**config.mk**
```make
export PLATFORM = sky130hd
export DESIGN_NAME = fmmc_top
export DESIGN_NICKNAME = d
export VERILOG_FILES = /design/src/shared/fmmc_pkg.sv /design/src/hw/fmmc_top.sv
export SDC_FILE = /design/constraint.sdc
export NUM_CORES = 1
export LEC_CHECK = 0
export ABC_AREA = 1
export BUFFER_PORTS_ARGS = -buffer_cell sky130_fd_sc_hd__buf_2
export CORE_MARGIN = 1
export CORE_UTILIZATION = 50
export DETAILED_ROUTE_END_ITERATION = 12
export PLACE_DENSITY = 0.95
export SLEW_MARGIN = 20
export SYNTH_ARGS = -nofsm -noshare
export SYNTH_HDL_FRONTEND = slang
export SYNTH_SLANG_ARGS = --single-unit
```
**constraint.sdc**
```tcl
create_clock -name hclk -period 2.4 [get_ports hclk]
set_input_delay 0.24 -clock hclk [delete_from_list [all_inputs] [get_ports hclk]]
set_output_delay 0.24 -clock hclk [all_outputs]
set_load 0.02 [all_outputs]
```
**src/shared/fmmc_pkg.sv**
```systemverilog
// Package of constants and types for the framer mode and monitor control.
package fmmc_pkg;

  // ****************************************************************
  // Register map
  // ****************************************************************
  // Register indices; the byte address is four times the index.
  localparam logic [9:0] FMMC_IDX_MODE = 10'h000;
  localparam logic [9:0] FMMC_IDX_LINK = 10'h001;
  localparam logic [7:0] FMMC_MODE_RST = 8'h00;
  localparam logic [7:0] FMMC_LINK_RST = 8'h00;

  // Mode control field positions.
  localparam int FMMC_M_LINE_LP = 7;
  localparam int FMMC_M_SRC_LP = 6;
  localparam int FMMC_M_ALM_HI = 5;
  localparam int FMMC_M_ALM_LO = 4;
  localparam int FMMC_M_EXT_OVH = 3;
  localparam int FMMC_M_EXT_CBIT = 2;
  localparam int FMMC_M_E3 = 1;
  localparam int FMMC_M_PARITY = 0;

  // Data link control field positions.
  localparam int FMMC_L_RX_IE = 7;
  localparam int FMMC_L_DIS = 6;
  localparam int FMMC_L_PTR_HI = 5;
  localparam int FMMC_L_PTR_LO = 3;
  localparam int FMMC_L_ABORT = 2;
  localparam int FMMC_L_FCS = 1;
  localparam int FMMC_L_MSG = 0;

  // AHB transfer type and response codes.
  localparam logic [1:0] FMMC_HTRANS_NONSEQ = 2'h2;
  localparam logic [1:0] FMMC_HTRANS_SEQ = 2'h3;
  localparam logic FMMC_HRESP_OKAY = 1'h0;

  // Cycles from a transmit C-bit slot to reading the synchronised pin.
  localparam logic [1:0] FMMC_CBIT_SAMPLE_DLY = 2'h3;

  // ****************************************************************
  // Types
  // ****************************************************************
  // Receiver indications, in the bit order used on the monitor pins.
  typedef struct packed {
    logic frame_bit_err;
    logic line_code_viol;
    logic parity_err;
    logic idle_code;
    logic yellow;
    logic ais;
    logic out_of_frame;
    logic loss_of_signal;
  } fmmc_alarm_t;

  // Effective framer controls after standalone overrides.
  typedef struct packed {
    logic line_loopback_en;
    logic source_loopback_en;
    logic external_overhead_insert;
    logic e3_framing_en;
    logic parity_mode;
    logic [1:0] ds3_alarm_code;
    logic e3_ais;
    logic e3_yellow;
    logic [1:0] cbit_source;
    logic nbit_from_pin;
    logic parallel_en;
    logic transparency_en;
    logic ds3_framing_off;
    logic wide_crc;
  } fmmc_ctl_t;

  // Data link transmitter states.
  typedef enum logic [1:0] {
    FMMC_DL_IDLE,
    FMMC_DL_MSG,
    FMMC_DL_FCS,
    FMMC_DL_ABORT
  } fmmc_dl_state_t;

endpackage

```
**src/hw/fmmc_top.sv**
```systemverilog
// Mode control registers, standalone monitor logic and overhead bit I/O.
`timescale 1ns/1ns
`default_nettype none
// How it works
// - Received C-bits or E3 N-bit shift out on the overhead clock.
// - Standalone pin forces M13, external C-bits, no E3.
// - Standalone parallel strap alone: byte ports, no transparency.
// - Both straps: transparency, no DS3 framing, NRZ on overhead clock.
// - Standalone wide CRC strap selects 32-bit CRC, else 16-bit.
// - Standalone alarm straps act like the alarm field bits.
// - Standalone turns the data pins into active-high alarm outputs.
// - Indications are levels except frame error and violation pulses.
// - Line loopback returns the undecoded receive stream to transmit.
// - Source loopback feeds encoded transmit data into the decoder.
// - DS3 alarm field: normal, yellow, idle code, AIS.
// - E3 low alarm bit forces AIS, high bit yellow; AIS wins.
// - External overhead bit takes overhead from transmit serial data.
// - Parity and external C-bit bits choose the DS3 C-bit source.
// - E3 N-bit comes from the pin or the data link.
// - E3 framing bit enables E3 and overrides parity mode.
// - Parity bit: C-bit parity framing, or link interrupt enable in E3.
// - Link register ignored outside parity or E3; top bit gates interrupt.
// - Link disable forces ones; pointer marks the last buffer entry.
// - Abort halts the message, sends abort, then idle flags.
// - Send starts a message with byte interrupts; FCS bit appends check.
// - Far alarm interrupt needs parity bit and its enable.
module fmmc_top
  import fmmc_pkg::*;
(
  // Clock and reset.
  input wire logic hclk,
  input wire logic hresetn,
  // AHB-Lite slave port.
  input wire logic hsel,
  input wire logic [31:0] haddr,
  input wire logic [1:0] htrans,
  input wire logic hwrite,
  input wire logic [2:0] hsize,
  input wire logic [31:0] hwdata,
  input wire logic hready,
  output logic hreadyout,
  output logic hresp,
  output logic [31:0] hrdata,
  // Strap pins, asynchronous to hclk.
  input wire logic standalone_select_pin,
  input wire logic parallel_enable_strap,
  input wire logic packet_only_strap,
  input wire logic wide_crc_select,
  input wire logic alarm_strap_low,
  input wire logic alarm_strap_high,
  // Receiver side and transmit NRZ data, same clock.
  input wire fmmc_alarm_t rx_alarms,
  input wire logic rx_cbit_valid,
  input wire logic rx_cbit,
  input wire logic rx_link_int_status,
  input wire logic rx_far_alarm_int,
  input wire logic rx_far_alarm_int_en,
  input wire logic tx_serial_nrz,
  // Transmitter side, same clock.
  input wire logic tx_cbit_slot,
  input wire logic tx_link_byte_done,
  // Overhead bit pins.
  input wire logic overhead_bit_serial_in,
  output logic overhead_bit_serial_out,
  output logic rx_overhead_bit_clock,
  output logic tx_overhead_bit_clock,
  output logic tx_cbit_ext_valid,
  output logic tx_cbit_ext_bit,
  // Monitor outputs on the address/data pins.
  output logic [7:0] ad_out,
  output logic ad_oe,
  // Effective controls and data link controls.
  output fmmc_ctl_t ctl,
  output logic link_interrupt_out,
  output logic tx_link_force_ones,
  output logic [2:0] tx_link_buf_index,
  output logic tx_link_send_msg,
  output logic tx_link_send_fcs,
  output logic tx_link_send_abort,
  output logic tx_link_byte_int
);

  // ****************************************************************
  // Pin synchronisers
  // ****************************************************************
  logic [6:0] pin_raw;
  logic [6:0] sync1_reg, sync1_next;
  logic [6:0] sync2_reg, sync2_next;
  logic sa, st_par, st_pkt, st_crc, st_alm0, st_alm1, cbit_in_s;
  assign pin_raw = {overhead_bit_serial_in, alarm_strap_high,
                    alarm_strap_low, wide_crc_select, packet_only_strap,
                    parallel_enable_strap, standalone_select_pin};
  // Each pin passes two flip-flops; only the second stage is read.
  genvar gi;
  generate
    for (gi = 0; gi < 7; gi++)
    begin : g_sync
      always_comb
      begin
        sync1_next[gi] = pin_raw[gi];
        sync2_next[gi] = sync1_reg[gi];
      end
    end
  endgenerate

  // Synchroniser registers.
  always_ff @(posedge hclk or negedge hresetn)
  begin
    if (!hresetn)
    begin
      sync1_reg <= 7'h00;
      sync2_reg <= 7'h00;
    end
    else
    begin
      sync1_reg <= sync1_next;
      sync2_reg <= sync2_next;
    end
  end

  assign {cbit_in_s, st_alm1, st_alm0, st_crc, st_pkt, st_par, sa} =
    sync2_reg;

  // ****************************************************************
  // AHB-Lite register slave
  // ****************************************************************
  logic [7:0] mode_reg, mode_next;
  logic [7:0] link_reg, link_next;
  logic wr_pend_reg, wr_pend_next;
  logic [9:0] wr_idx_reg, wr_idx_next;
  logic [31:0] hrdata_reg, hrdata_next;
  logic addr_ok, wr_mode, wr_link;
  logic [9:0] a_idx;
  logic [7:0] fwd_mode, fwd_link;

  // Only aligned transfers inside the register window are taken.
  assign addr_ok = hsel && hready && htrans[1] && haddr[1:0] == 2'h0 &&
                   haddr[31:12] == 20'h00000;
  assign a_idx = haddr[11:2];
  assign wr_mode = wr_pend_reg && wr_idx_reg == FMMC_IDX_MODE;
  assign wr_link = wr_pend_reg && wr_idx_reg == FMMC_IDX_LINK;
  // Forward data of a write in its data phase to an overlapping read.
  assign fwd_mode = wr_mode ? hwdata[7:0] : mode_reg;
  assign fwd_link = wr_link ? hwdata[7:0] : link_reg;

  // Decode, store writes and prepare read data one cycle early.
  always_comb
  begin
    mode_next = wr_mode ? hwdata[7:0] : mode_reg;
    link_next = wr_link ? hwdata[7:0] : link_reg;
    wr_pend_next = addr_ok && hwrite;
    wr_idx_next = addr_ok ? a_idx : wr_idx_reg;
    hrdata_next = 32'h0000_0000;
    if (addr_ok && !hwrite && a_idx == FMMC_IDX_MODE)
      hrdata_next = {24'h000000, fwd_mode};
    else if (addr_ok && !hwrite && a_idx == FMMC_IDX_LINK)
      hrdata_next = {24'h000000, fwd_link};
  end

  // Bus registers; both control registers clear at reset.
  always_ff @(posedge hclk or negedge hresetn)
  begin
    if (!hresetn)
    begin
      mode_reg <= FMMC_MODE_RST;
      link_reg <= FMMC_LINK_RST;
      wr_pend_reg <= 1'b0;
      wr_idx_reg <= 10'h000;
      hrdata_reg <= 32'h0000_0000;
      hreadyout <= 1'b0;
      hresp <= FMMC_HRESP_OKAY;
    end
    else
    begin
      mode_reg <= mode_next;
      link_reg <= link_next;
      wr_pend_reg <= wr_pend_next;
      wr_idx_reg <= wr_idx_next;
      hrdata_reg <= hrdata_next;
      hreadyout <= 1'b1;
      hresp <= FMMC_HRESP_OKAY;
    end
  end
  assign hrdata = hrdata_reg;

  // ****************************************************************
  // Effective framer controls
  // ****************************************************************
  fmmc_ctl_t ctl_next;
  logic e3_on, par_on, link_active;
  logic [1:0] alm;
  // Standalone forces DS3 M13 framing; E3 overrides parity mode.
  assign e3_on = mode_reg[FMMC_M_E3] && !sa;
  assign par_on = mode_reg[FMMC_M_PARITY] && !sa && !e3_on;
  // Alarm straps replace the alarm field with the same encoding.
  assign alm = sa ? {st_alm1, st_alm0} :
               {mode_reg[FMMC_M_ALM_HI], mode_reg[FMMC_M_ALM_LO]};
  assign link_active = par_on || e3_on;

  // Build the control word sent to the framer datapath.
  always_comb
  begin
    ctl_next.line_loopback_en = mode_reg[FMMC_M_LINE_LP];
    ctl_next.source_loopback_en = mode_reg[FMMC_M_SRC_LP];
    ctl_next.external_overhead_insert =
      mode_reg[FMMC_M_EXT_OVH];
    ctl_next.e3_framing_en = e3_on;
    ctl_next.parity_mode = par_on;
    ctl_next.ds3_alarm_code = e3_on ? 2'h0 : alm;
    ctl_next.e3_ais = e3_on && alm[0];
    ctl_next.e3_yellow = e3_on && alm[1] && !alm[0];
    // Code: 0 serial, 1 pin, 2 internal, 3 internal except CP/FEBE.
    ctl_next.cbit_source = e3_on ? 2'h0 :
      {par_on, mode_reg[FMMC_M_EXT_CBIT] || sa};
    ctl_next.nbit_from_pin = e3_on && mode_reg[FMMC_M_EXT_CBIT];
    ctl_next.parallel_en = sa && st_par;
    ctl_next.transparency_en = sa && st_par && st_pkt;
    ctl_next.ds3_framing_off = sa && st_par && st_pkt;
    ctl_next.wide_crc = sa && st_crc;
  end

  // Control word register.
  always_ff @(posedge hclk or negedge hresetn)
  begin
    if (!hresetn)
      ctl <= '0;
    else
      ctl <= ctl_next;
  end

  // ****************************************************************
  // Monitor outputs and link interrupt
  // ****************************************************************
  logic [7:0] ad_next;
  logic ad_oe_next, link_int_next;
  // Indications go straight to the pins; pulses arrive already shaped.
  always_comb
  begin
    ad_next = sa ? rx_alarms : 8'h00;
    ad_oe_next = sa;
    link_int_next = 1'b0;
    if (par_on || (e3_on && mode_reg[FMMC_M_PARITY]))
      link_int_next = rx_link_int_status && link_reg[FMMC_L_RX_IE];
    if (par_on && rx_far_alarm_int && rx_far_alarm_int_en)
      link_int_next = 1'b1;
  end

  // Monitor and interrupt registers.
  always_ff @(posedge hclk or negedge hresetn)
  begin
    if (!hresetn)
    begin
      ad_out <= 8'h00;
      ad_oe <= 1'b0;
      link_interrupt_out <= 1'b0;
    end
    else
    begin
      ad_out <= ad_next;
      ad_oe <= ad_oe_next;
      link_interrupt_out <= link_int_next;
    end
  end

  // ****************************************************************
  // Serial overhead bit output and input
  // ****************************************************************
  logic cbo_next, rxclk_next, txclk_next, ext_v_next, ext_b_next;
  logic [1:0] smp_cnt_reg, smp_cnt_next;

  // Data and its clock change together; the far side samples at the fall.
  always_comb
  begin
    cbo_next = rx_cbit_valid ? rx_cbit : overhead_bit_serial_out;
    rxclk_next = rx_cbit_valid;
    if (ctl.ds3_framing_off)
      rxclk_next = tx_serial_nrz;
    txclk_next = tx_cbit_slot;
    smp_cnt_next = smp_cnt_reg;
    ext_v_next = 1'b0;
    ext_b_next = tx_cbit_ext_bit;
    if (tx_cbit_slot)
      smp_cnt_next = FMMC_CBIT_SAMPLE_DLY;
    else if (smp_cnt_reg != 2'h0)
    begin
      smp_cnt_next = smp_cnt_reg - 2'h1;
      if (smp_cnt_reg == 2'h1)
      begin
        ext_v_next = 1'b1;
        ext_b_next = cbit_in_s;
      end
    end
  end

  // Overhead pin registers.
  always_ff @(posedge hclk or negedge hresetn)
  begin
    if (!hresetn)
    begin
      overhead_bit_serial_out <= 1'b0;
      rx_overhead_bit_clock <= 1'b0;
      tx_overhead_bit_clock <= 1'b0;
      smp_cnt_reg <= 2'h0;
      tx_cbit_ext_valid <= 1'b0;
      tx_cbit_ext_bit <= 1'b0;
    end
    else
    begin
      overhead_bit_serial_out <= cbo_next;
      rx_overhead_bit_clock <= rxclk_next;
      tx_overhead_bit_clock <= txclk_next;
      smp_cnt_reg <= smp_cnt_next;
      tx_cbit_ext_valid <= ext_v_next;
      tx_cbit_ext_bit <= ext_b_next;
    end
  end

  // ****************************************************************
  // Data link transmit sequencer
  // ****************************************************************
  fmmc_dl_state_t dl_reg, dl_next;
  logic [2:0] idx_next;
  logic force_next, int_next, go_msg, go_abort;
  // Commands act on a write that sets the bit, only while the link is on.
  assign go_msg = wr_link && hwdata[FMMC_L_MSG] && link_active;
  assign go_abort = wr_link && hwdata[FMMC_L_ABORT] && link_active;

  // Idle flags, message bytes, optional check sequence, abort flag.
  always_comb
  begin
    dl_next = dl_reg;
    idx_next = tx_link_buf_index;
    int_next = 1'b0;
    force_next = link_active && link_reg[FMMC_L_DIS];
    unique case (dl_reg)
      FMMC_DL_IDLE:
      begin
        if (go_msg && !go_abort)
        begin
          dl_next = FMMC_DL_MSG;
          idx_next = 3'h0;
        end
      end
      FMMC_DL_MSG:
      begin
        if (tx_link_byte_done)
        begin
          int_next = 1'b1;
          if (tx_link_buf_index == link_reg[FMMC_L_PTR_HI:FMMC_L_PTR_LO])
            dl_next = link_reg[FMMC_L_FCS] ? FMMC_DL_FCS :
                      FMMC_DL_IDLE;
          else
            idx_next = tx_link_buf_index + 3'h1;
        end
      end
      FMMC_DL_FCS, FMMC_DL_ABORT:
      begin
        if (tx_link_byte_done)
          dl_next = FMMC_DL_IDLE;
      end
    endcase
    if (go_abort && dl_reg != FMMC_DL_IDLE)
      dl_next = FMMC_DL_ABORT;
    if (!link_active)
      dl_next = FMMC_DL_IDLE;
  end

  // Data link registers.
  always_ff @(posedge hclk or negedge hresetn)
  begin
    if (!hresetn)
    begin
      dl_reg <= FMMC_DL_IDLE;
      tx_link_buf_index <= 3'h0;
      tx_link_force_ones <= 1'b0;
      tx_link_byte_int <= 1'b0;
      tx_link_send_msg <= 1'b0;
      tx_link_send_fcs <= 1'b0;
      tx_link_send_abort <= 1'b0;
    end
    else
    begin
      dl_reg <= dl_next;
      tx_link_buf_index <= idx_next;
      tx_link_force_ones <= force_next;
      tx_link_byte_int <= int_next;
      tx_link_send_msg <= dl_next == FMMC_DL_MSG;
      tx_link_send_fcs <= dl_next == FMMC_DL_FCS;
      tx_link_send_abort <= dl_next == FMMC_DL_ABORT;
    end
  end

endmodule // fmmc_top
`default_nettype wire

```
-- Yosys cells after proc, flatten, opt, wreduce, memory -nomap -nowiden
Cells that the tools add are included.
- word-level logic and storage cells: 134
- bits in registers: 116
- equality and inequality tests: 13
- add/sub/neg operators: 2
- reduce and logical (&&, ||, !) cells: 51
- multiplexer cells: 30
- bitwise operators: 1
- operator list (cell ; number):
    $mux 32 ; 1
    $mux 8 ; 4
    $logic_and 1x1->1 ; 31
    $mux 2 ; 12
    $eq 10x1->1 const B ; 2
    $logic_not 10->1 ; 2
    $logic_not 20->1 ; 1
    $mux 3 ; 3
    $eq 2x2->1 const B ; 4
    $mux 1 ; 8
    $reduce_bool 2->1 ; 4
    $eq 2x1->1 const B ; 3
    $ne 2x2->1 const B ; 3
    $pmux 2 s3 ; 1
    $pmux 3 s2 ; 1
    $logic_not 1->1 ; 5
    $logic_not 2->1 ; 2
    $reduce_and 4->1 ; 1
    $add 3x1->3 const B ; 1
    $eq 3x3->1 ; 1
    $logic_or 1x1->1 ; 3
    $reduce_and 3->1 ; 1
    $reduce_or 2->1 ; 1
    $sub 2x1->2 const B ; 1
    $not 1->1 ; 1

-- Depth between registers and ports, before layout
- depth after elaboration: 13
- depth in mapped cells: 10
- mapped depth without buffers: 9

-- Least setup slack after synthesis
OpenSTA, ideal clock, no wires.
- path type: register -> register
- start: reg wr_idx_reg[3]
- end: reg tx_link_buf_index[0]
- stages on the path, launching flop included: 9
- library setup time: 0.118 ns
- clock period less this slack: 1.238 ns
- data arrival time: 1.120 ns
- path slack: 1.162 ns
- cell sequence: dfrtp_1 nor2_2 nand3_2 nor2_4 nand3_1 nand2_2 o21ai_1 nand2_1 nand2_1
- longest elaborated chain between the ends: 8
- elaborated cells on any way between the ends: 10
- classes of those cells: 2 x eq/ne; 8 x reduce/logical
- ends and longest elaborated chain (item ; RTL line ; source):
    start, declared ; fmmc_top.sv:130 ; logic [9:0] wr_idx_reg, wr_idx_next;
    start signal, assigned ; fmmc_top.sv:178 ; wr_idx_reg <= wr_idx_next;
    $eq 10x1->1 * ; fmmc_top.sv:141 ; assign wr_link = wr_pend_reg && wr_idx_reg == FMMC_IDX_LINK;
    $logic_and 1x1->1 * ; fmmc_top.sv:141 ;
    $logic_and 1x1->1 (2 in a row) ; fmmc_top.sv:326 ; assign go_abort = wr_link && hwdata[FMMC_L_ABORT] && link_active;
    $logic_not 1->1 ; fmmc_top.sv:338 ; if (go_msg && !go_abort)
    $logic_and 1x1->1 * ; fmmc_top.sv:338 ;
    $ne 2x2->1 (no line) * ; n/a ;
    $reduce_and 4->1 (no line) * ; n/a ;
    end signal, assigned ; fmmc_top.sv:384 ; tx_link_buf_index <= idx_next;
    end, declared ; fmmc_top.sv:76 ; output logic [2:0] tx_link_buf_index,
Mark *: on every way between the ends. The rest lies on a longest branch, timed or not.
A chain may end at the register's enable or synchronous reset.

-- Final worst setup path
- start: reg wr_idx_reg[5]
- end: reg tx_link_buf_index[2]
Same word-level chain as after synthesis.

==> results.yml <==
clock_tree:
  postCtsSetupBuffers: 0
  cts_max_level: 3
  clock_latency_ns: 0.35
  cts.sink_count: 92
  clockBufferDepth: 2
  cts_root_buffer: "sky130_fd_sc_hd__clkbuf_8"
  cts_inserted_buffers: 9
  cts.clk_slew.worst_paths_ns: 0.09
  cts_tree: "done"
global_routing:
  grt_first_pass_wirelength_um: 12300
  pin_count_of_the_biggest_net_entering_global_routing: 55
  aggregate_global_routing_overflow: 0
  number_of_antenna_violations_at_the_first_check_in_global_routing: 0
  grt_pass1_vias: 2833
  overall_global_routing_resource_usage: 0.212
power_and_ir_drop:
  maximum_resistive_drop_on_vdd_mv: 0.283
  powerDensity_nw_per_um2: 660
  p_leak_nw: 2.62
yosys:
  synth_cell_type_count: 33
  post_synth.cell_area_avg_um2: 9.86
  synth-warning-count: 0
  synth_ff_type: "sky130_fd_sc_hd__dfrtp_1"
  edff_count_synth: 0
  postSynth.asyncResetShare: 1.00
  synth_register_bits: 92
  yosysSeqAreaShare: 0.610
  cell_count_after_synthesis: 383
  post_synth_instance_area_um2: 3770
detailed_routing:
  iter_0_drt_violations: 234
  route.top_layer_used: "met4"
  drt_antenna_net_count: 0
  routed_wl_um: 7880
  detail_route.wl_per_cell_um: 12.8
  routed-wl-met2_um: 3940
  number_of_remaining_drc_errors: 0
  wl_met3_um: 705
  detailroute.via_count: 2990
  met1_length_um: 3050
  firstDrtPassIters: 6
  route.detailed.vias_per_inst: 4.84
die:
  num_io_pins: 170
  die_width_um: 88.9
  initial_core_util: 0.518
  fp.dieH_um: 88.9
  core_um2: 7290
  design.die.area_um2: 7900
  rows: 31
timing:
  max_clock_freq_mhz: 599
  grt_setup_unrepaired: "no"
  timing.setup.tns_ns: 0
  finalSetupViolCount: 0
  timing.final.crit_share: 0.696
  fin_crit_ns: 1.67
  tightestPinTransition_ns: 0.686
  fin_worst_hold_slack_ns: 0.0582
  slew_headroom: 0.543
  finalHoldViolations: 0
  finalMaxSlewViolations: 0
  worst_clock_skew_ns: 0.00502
critical_path:
  cp.required_ns: 2.65
  worstSetupPathType: "reg2reg"
  critPathMaxFanout: 12
  cp-start-kind: "flop"
  worstPathArrival_ns: 1.92
  crit_path_end_kind: "flop"
cells_and_area:
  most-common-layout-cells: "115 x sky130_fd_sc_hd__buf_2, 95 x sky130_fd_sc_hd__nand2_1, 92 x sky130_fd_sc_hd__dfrtp_1"
  layout.cells.non_filler: 618
  largest_reg_flops: 15
  final-seq-area_um2: 2300
  area_used_by_multi_input_combinational_logic_um2: 1160
  synthToLayoutAreaGrowth_pct: 23.4
  antennaDiodeCount: 0
  n_fill_cell: 563
  most_common_library_cell_in_the_layout_ignoring_fill_and_taps: "sky130_fd_sc_hd__buf_2"
  layout-drive-gt1-share: 0.297
  num-nets-final: 615
place:
  dp_cells: 594
  gp_congestion: 0.852
  port_buffers: 116
  dpl.hpwl_um: 5630
run_status:
  run_status: "finished, final reports clean"
run:
  drv_cap: 0
min_path:
  min_path_type: "in2reg"
-- cell type report --
cell class | count | share of cell area
tap | 99 | 0.0266
clock inverter | 7 | 0.0177
sequential | 92 | 0.494
timing repair buffer | 127 | 0.150
clock buffer | 9 | 0.0266
multi-input combinational | 240 | 0.249
inverter | 44 | 0.0365
-- cell usage after synthesis, types with 2 or more instances --
library cell,number,area share
sky130_fd_sc_hd__nor2_2,3,0.0050
sky130_fd_sc_hd__nor2_4,3,0.0089
sky130_fd_sc_hd__buf_4,27,0.054
sky130_fd_sc_hd__nand4_1,11,0.018
sky130_fd_sc_hd__nor2_1,35,0.035
sky130_fd_sc_hd__nand3_1,21,0.028
sky130_fd_sc_hd__conb_1,2,0.0020
sky130_fd_sc_hd__clkinv_1,2,0.0020
sky130_fd_sc_hd__o21ai_1,9,0.012
sky130_fd_sc_hd__ha_1,4,0.013
sky130_fd_sc_hd__nor3_1,4,0.0053
sky130_fd_sc_hd__dfrtp_1,92,0.61
sky130_fd_sc_hd__inv_2,2,0.0020
sky130_fd_sc_hd__nand3b_1,3,0.0060
sky130_fd_sc_hd__nand3_2,3,0.0080
sky130_fd_sc_hd__buf_6,2,0.0060
sky130_fd_sc_hd__nand2_1,95,0.094
sky130_fd_sc_hd__inv_1,39,0.039
sky130_fd_sc_hd__nor3_4,2,0.0086
sky130_fd_sc_hd__o21ai_2,3,0.0070
sky130_fd_sc_hd__o21ai_0,7,0.0093
sky130_fd_sc_hd__xnor2_1,3,0.0070
-- cell families (layout without fill, tap and decap cells) --
| family | Yosys count | count (layout) | synth area share |
|---|---|---|---|
| buf+inv | 75 | 187 | 0.107 |
| other cells | 2 | 26 | 0.00199 |
| fa+ha+maj | 4 | 4 | 0.0133 |
| flops | 92 | 92 | 0.610 |
| simple gates | 183 | 183 | 0.223 |
| xor+xnor | 4 | 4 | 0.00928 |
| compound gates | 23 | 23 | 0.0351 |
-- layer usage --
layer	up-vias	GRT usage
li1	1411	-
met1	1395	0.231
met2	167	0.371
met3	17	0.0646
met4	0	0.113
met5	-	0
-- power by group --
group	switching (mW)	internal (mW)
registers	0.0400	1.61
clock network	0.557	0.497
logic	0.235	0.130
total	0.833	2.24
-- worst paths after layout --
kind | startpoint | endpoint | slack [ns] | depth (start not counted)
worst max-delay path | wr_idx_reg[5] | tx_link_buf_index[2] | 0.73 | 8
worst min-delay path | tx_cbit_slot | tx_overhead_bit_clock | 0.06 | 1
worst max register to register | wr_idx_reg[5] | tx_link_buf_index[2] | 0.73 | 8
worst min register to register | sync1_reg[3] | sync2_reg[3] | 0.35 | 0
max in group asynchronous | hresetn | ctl[12] | 1.28 | 3
min in group asynchronous | hresetn | hreadyout | 0.47 | 2
-- critical path: stages (launching register included) --
cell and delay (ns):
sky130_fd_sc_hd__dfrtp_1 0.40, sky130_fd_sc_hd__nor2_1 0.15, sky130_fd_sc_hd__nand3_2 0.13, sky130_fd_sc_hd__nor2_4 0.32, sky130_fd_sc_hd__nand3_1 0.15, sky130_fd_sc_hd__nand2_2 0.15, sky130_fd_sc_hd__o21ai_1 0.12, sky130_fd_sc_hd__nand2_1 0.09
sky130_fd_sc_hd__nand2_1 0.06
-- per-stage QoR --
stage	utilization	area [um^2]	worst slack, ns	total power, mW
after floorplan	-	3860	1.16	1.90
after global placement	0.600	4370	0.672	2.01
after detailed placement	0.600	4370	0.632	2.04
after CTS	0.639	4660	0.731	3.10
after global routing	0.639	4660	0.612	3.23
final	0.639	4660	0.730	3.08
-- repair_timing --
action / in CTS / in global routing
hold endpoints to repair: 60 / 0
hold buffers: 8 / 0
gates resized for setup: 0 / 0
Note: power is estimated with default switching activity, not from simulation.
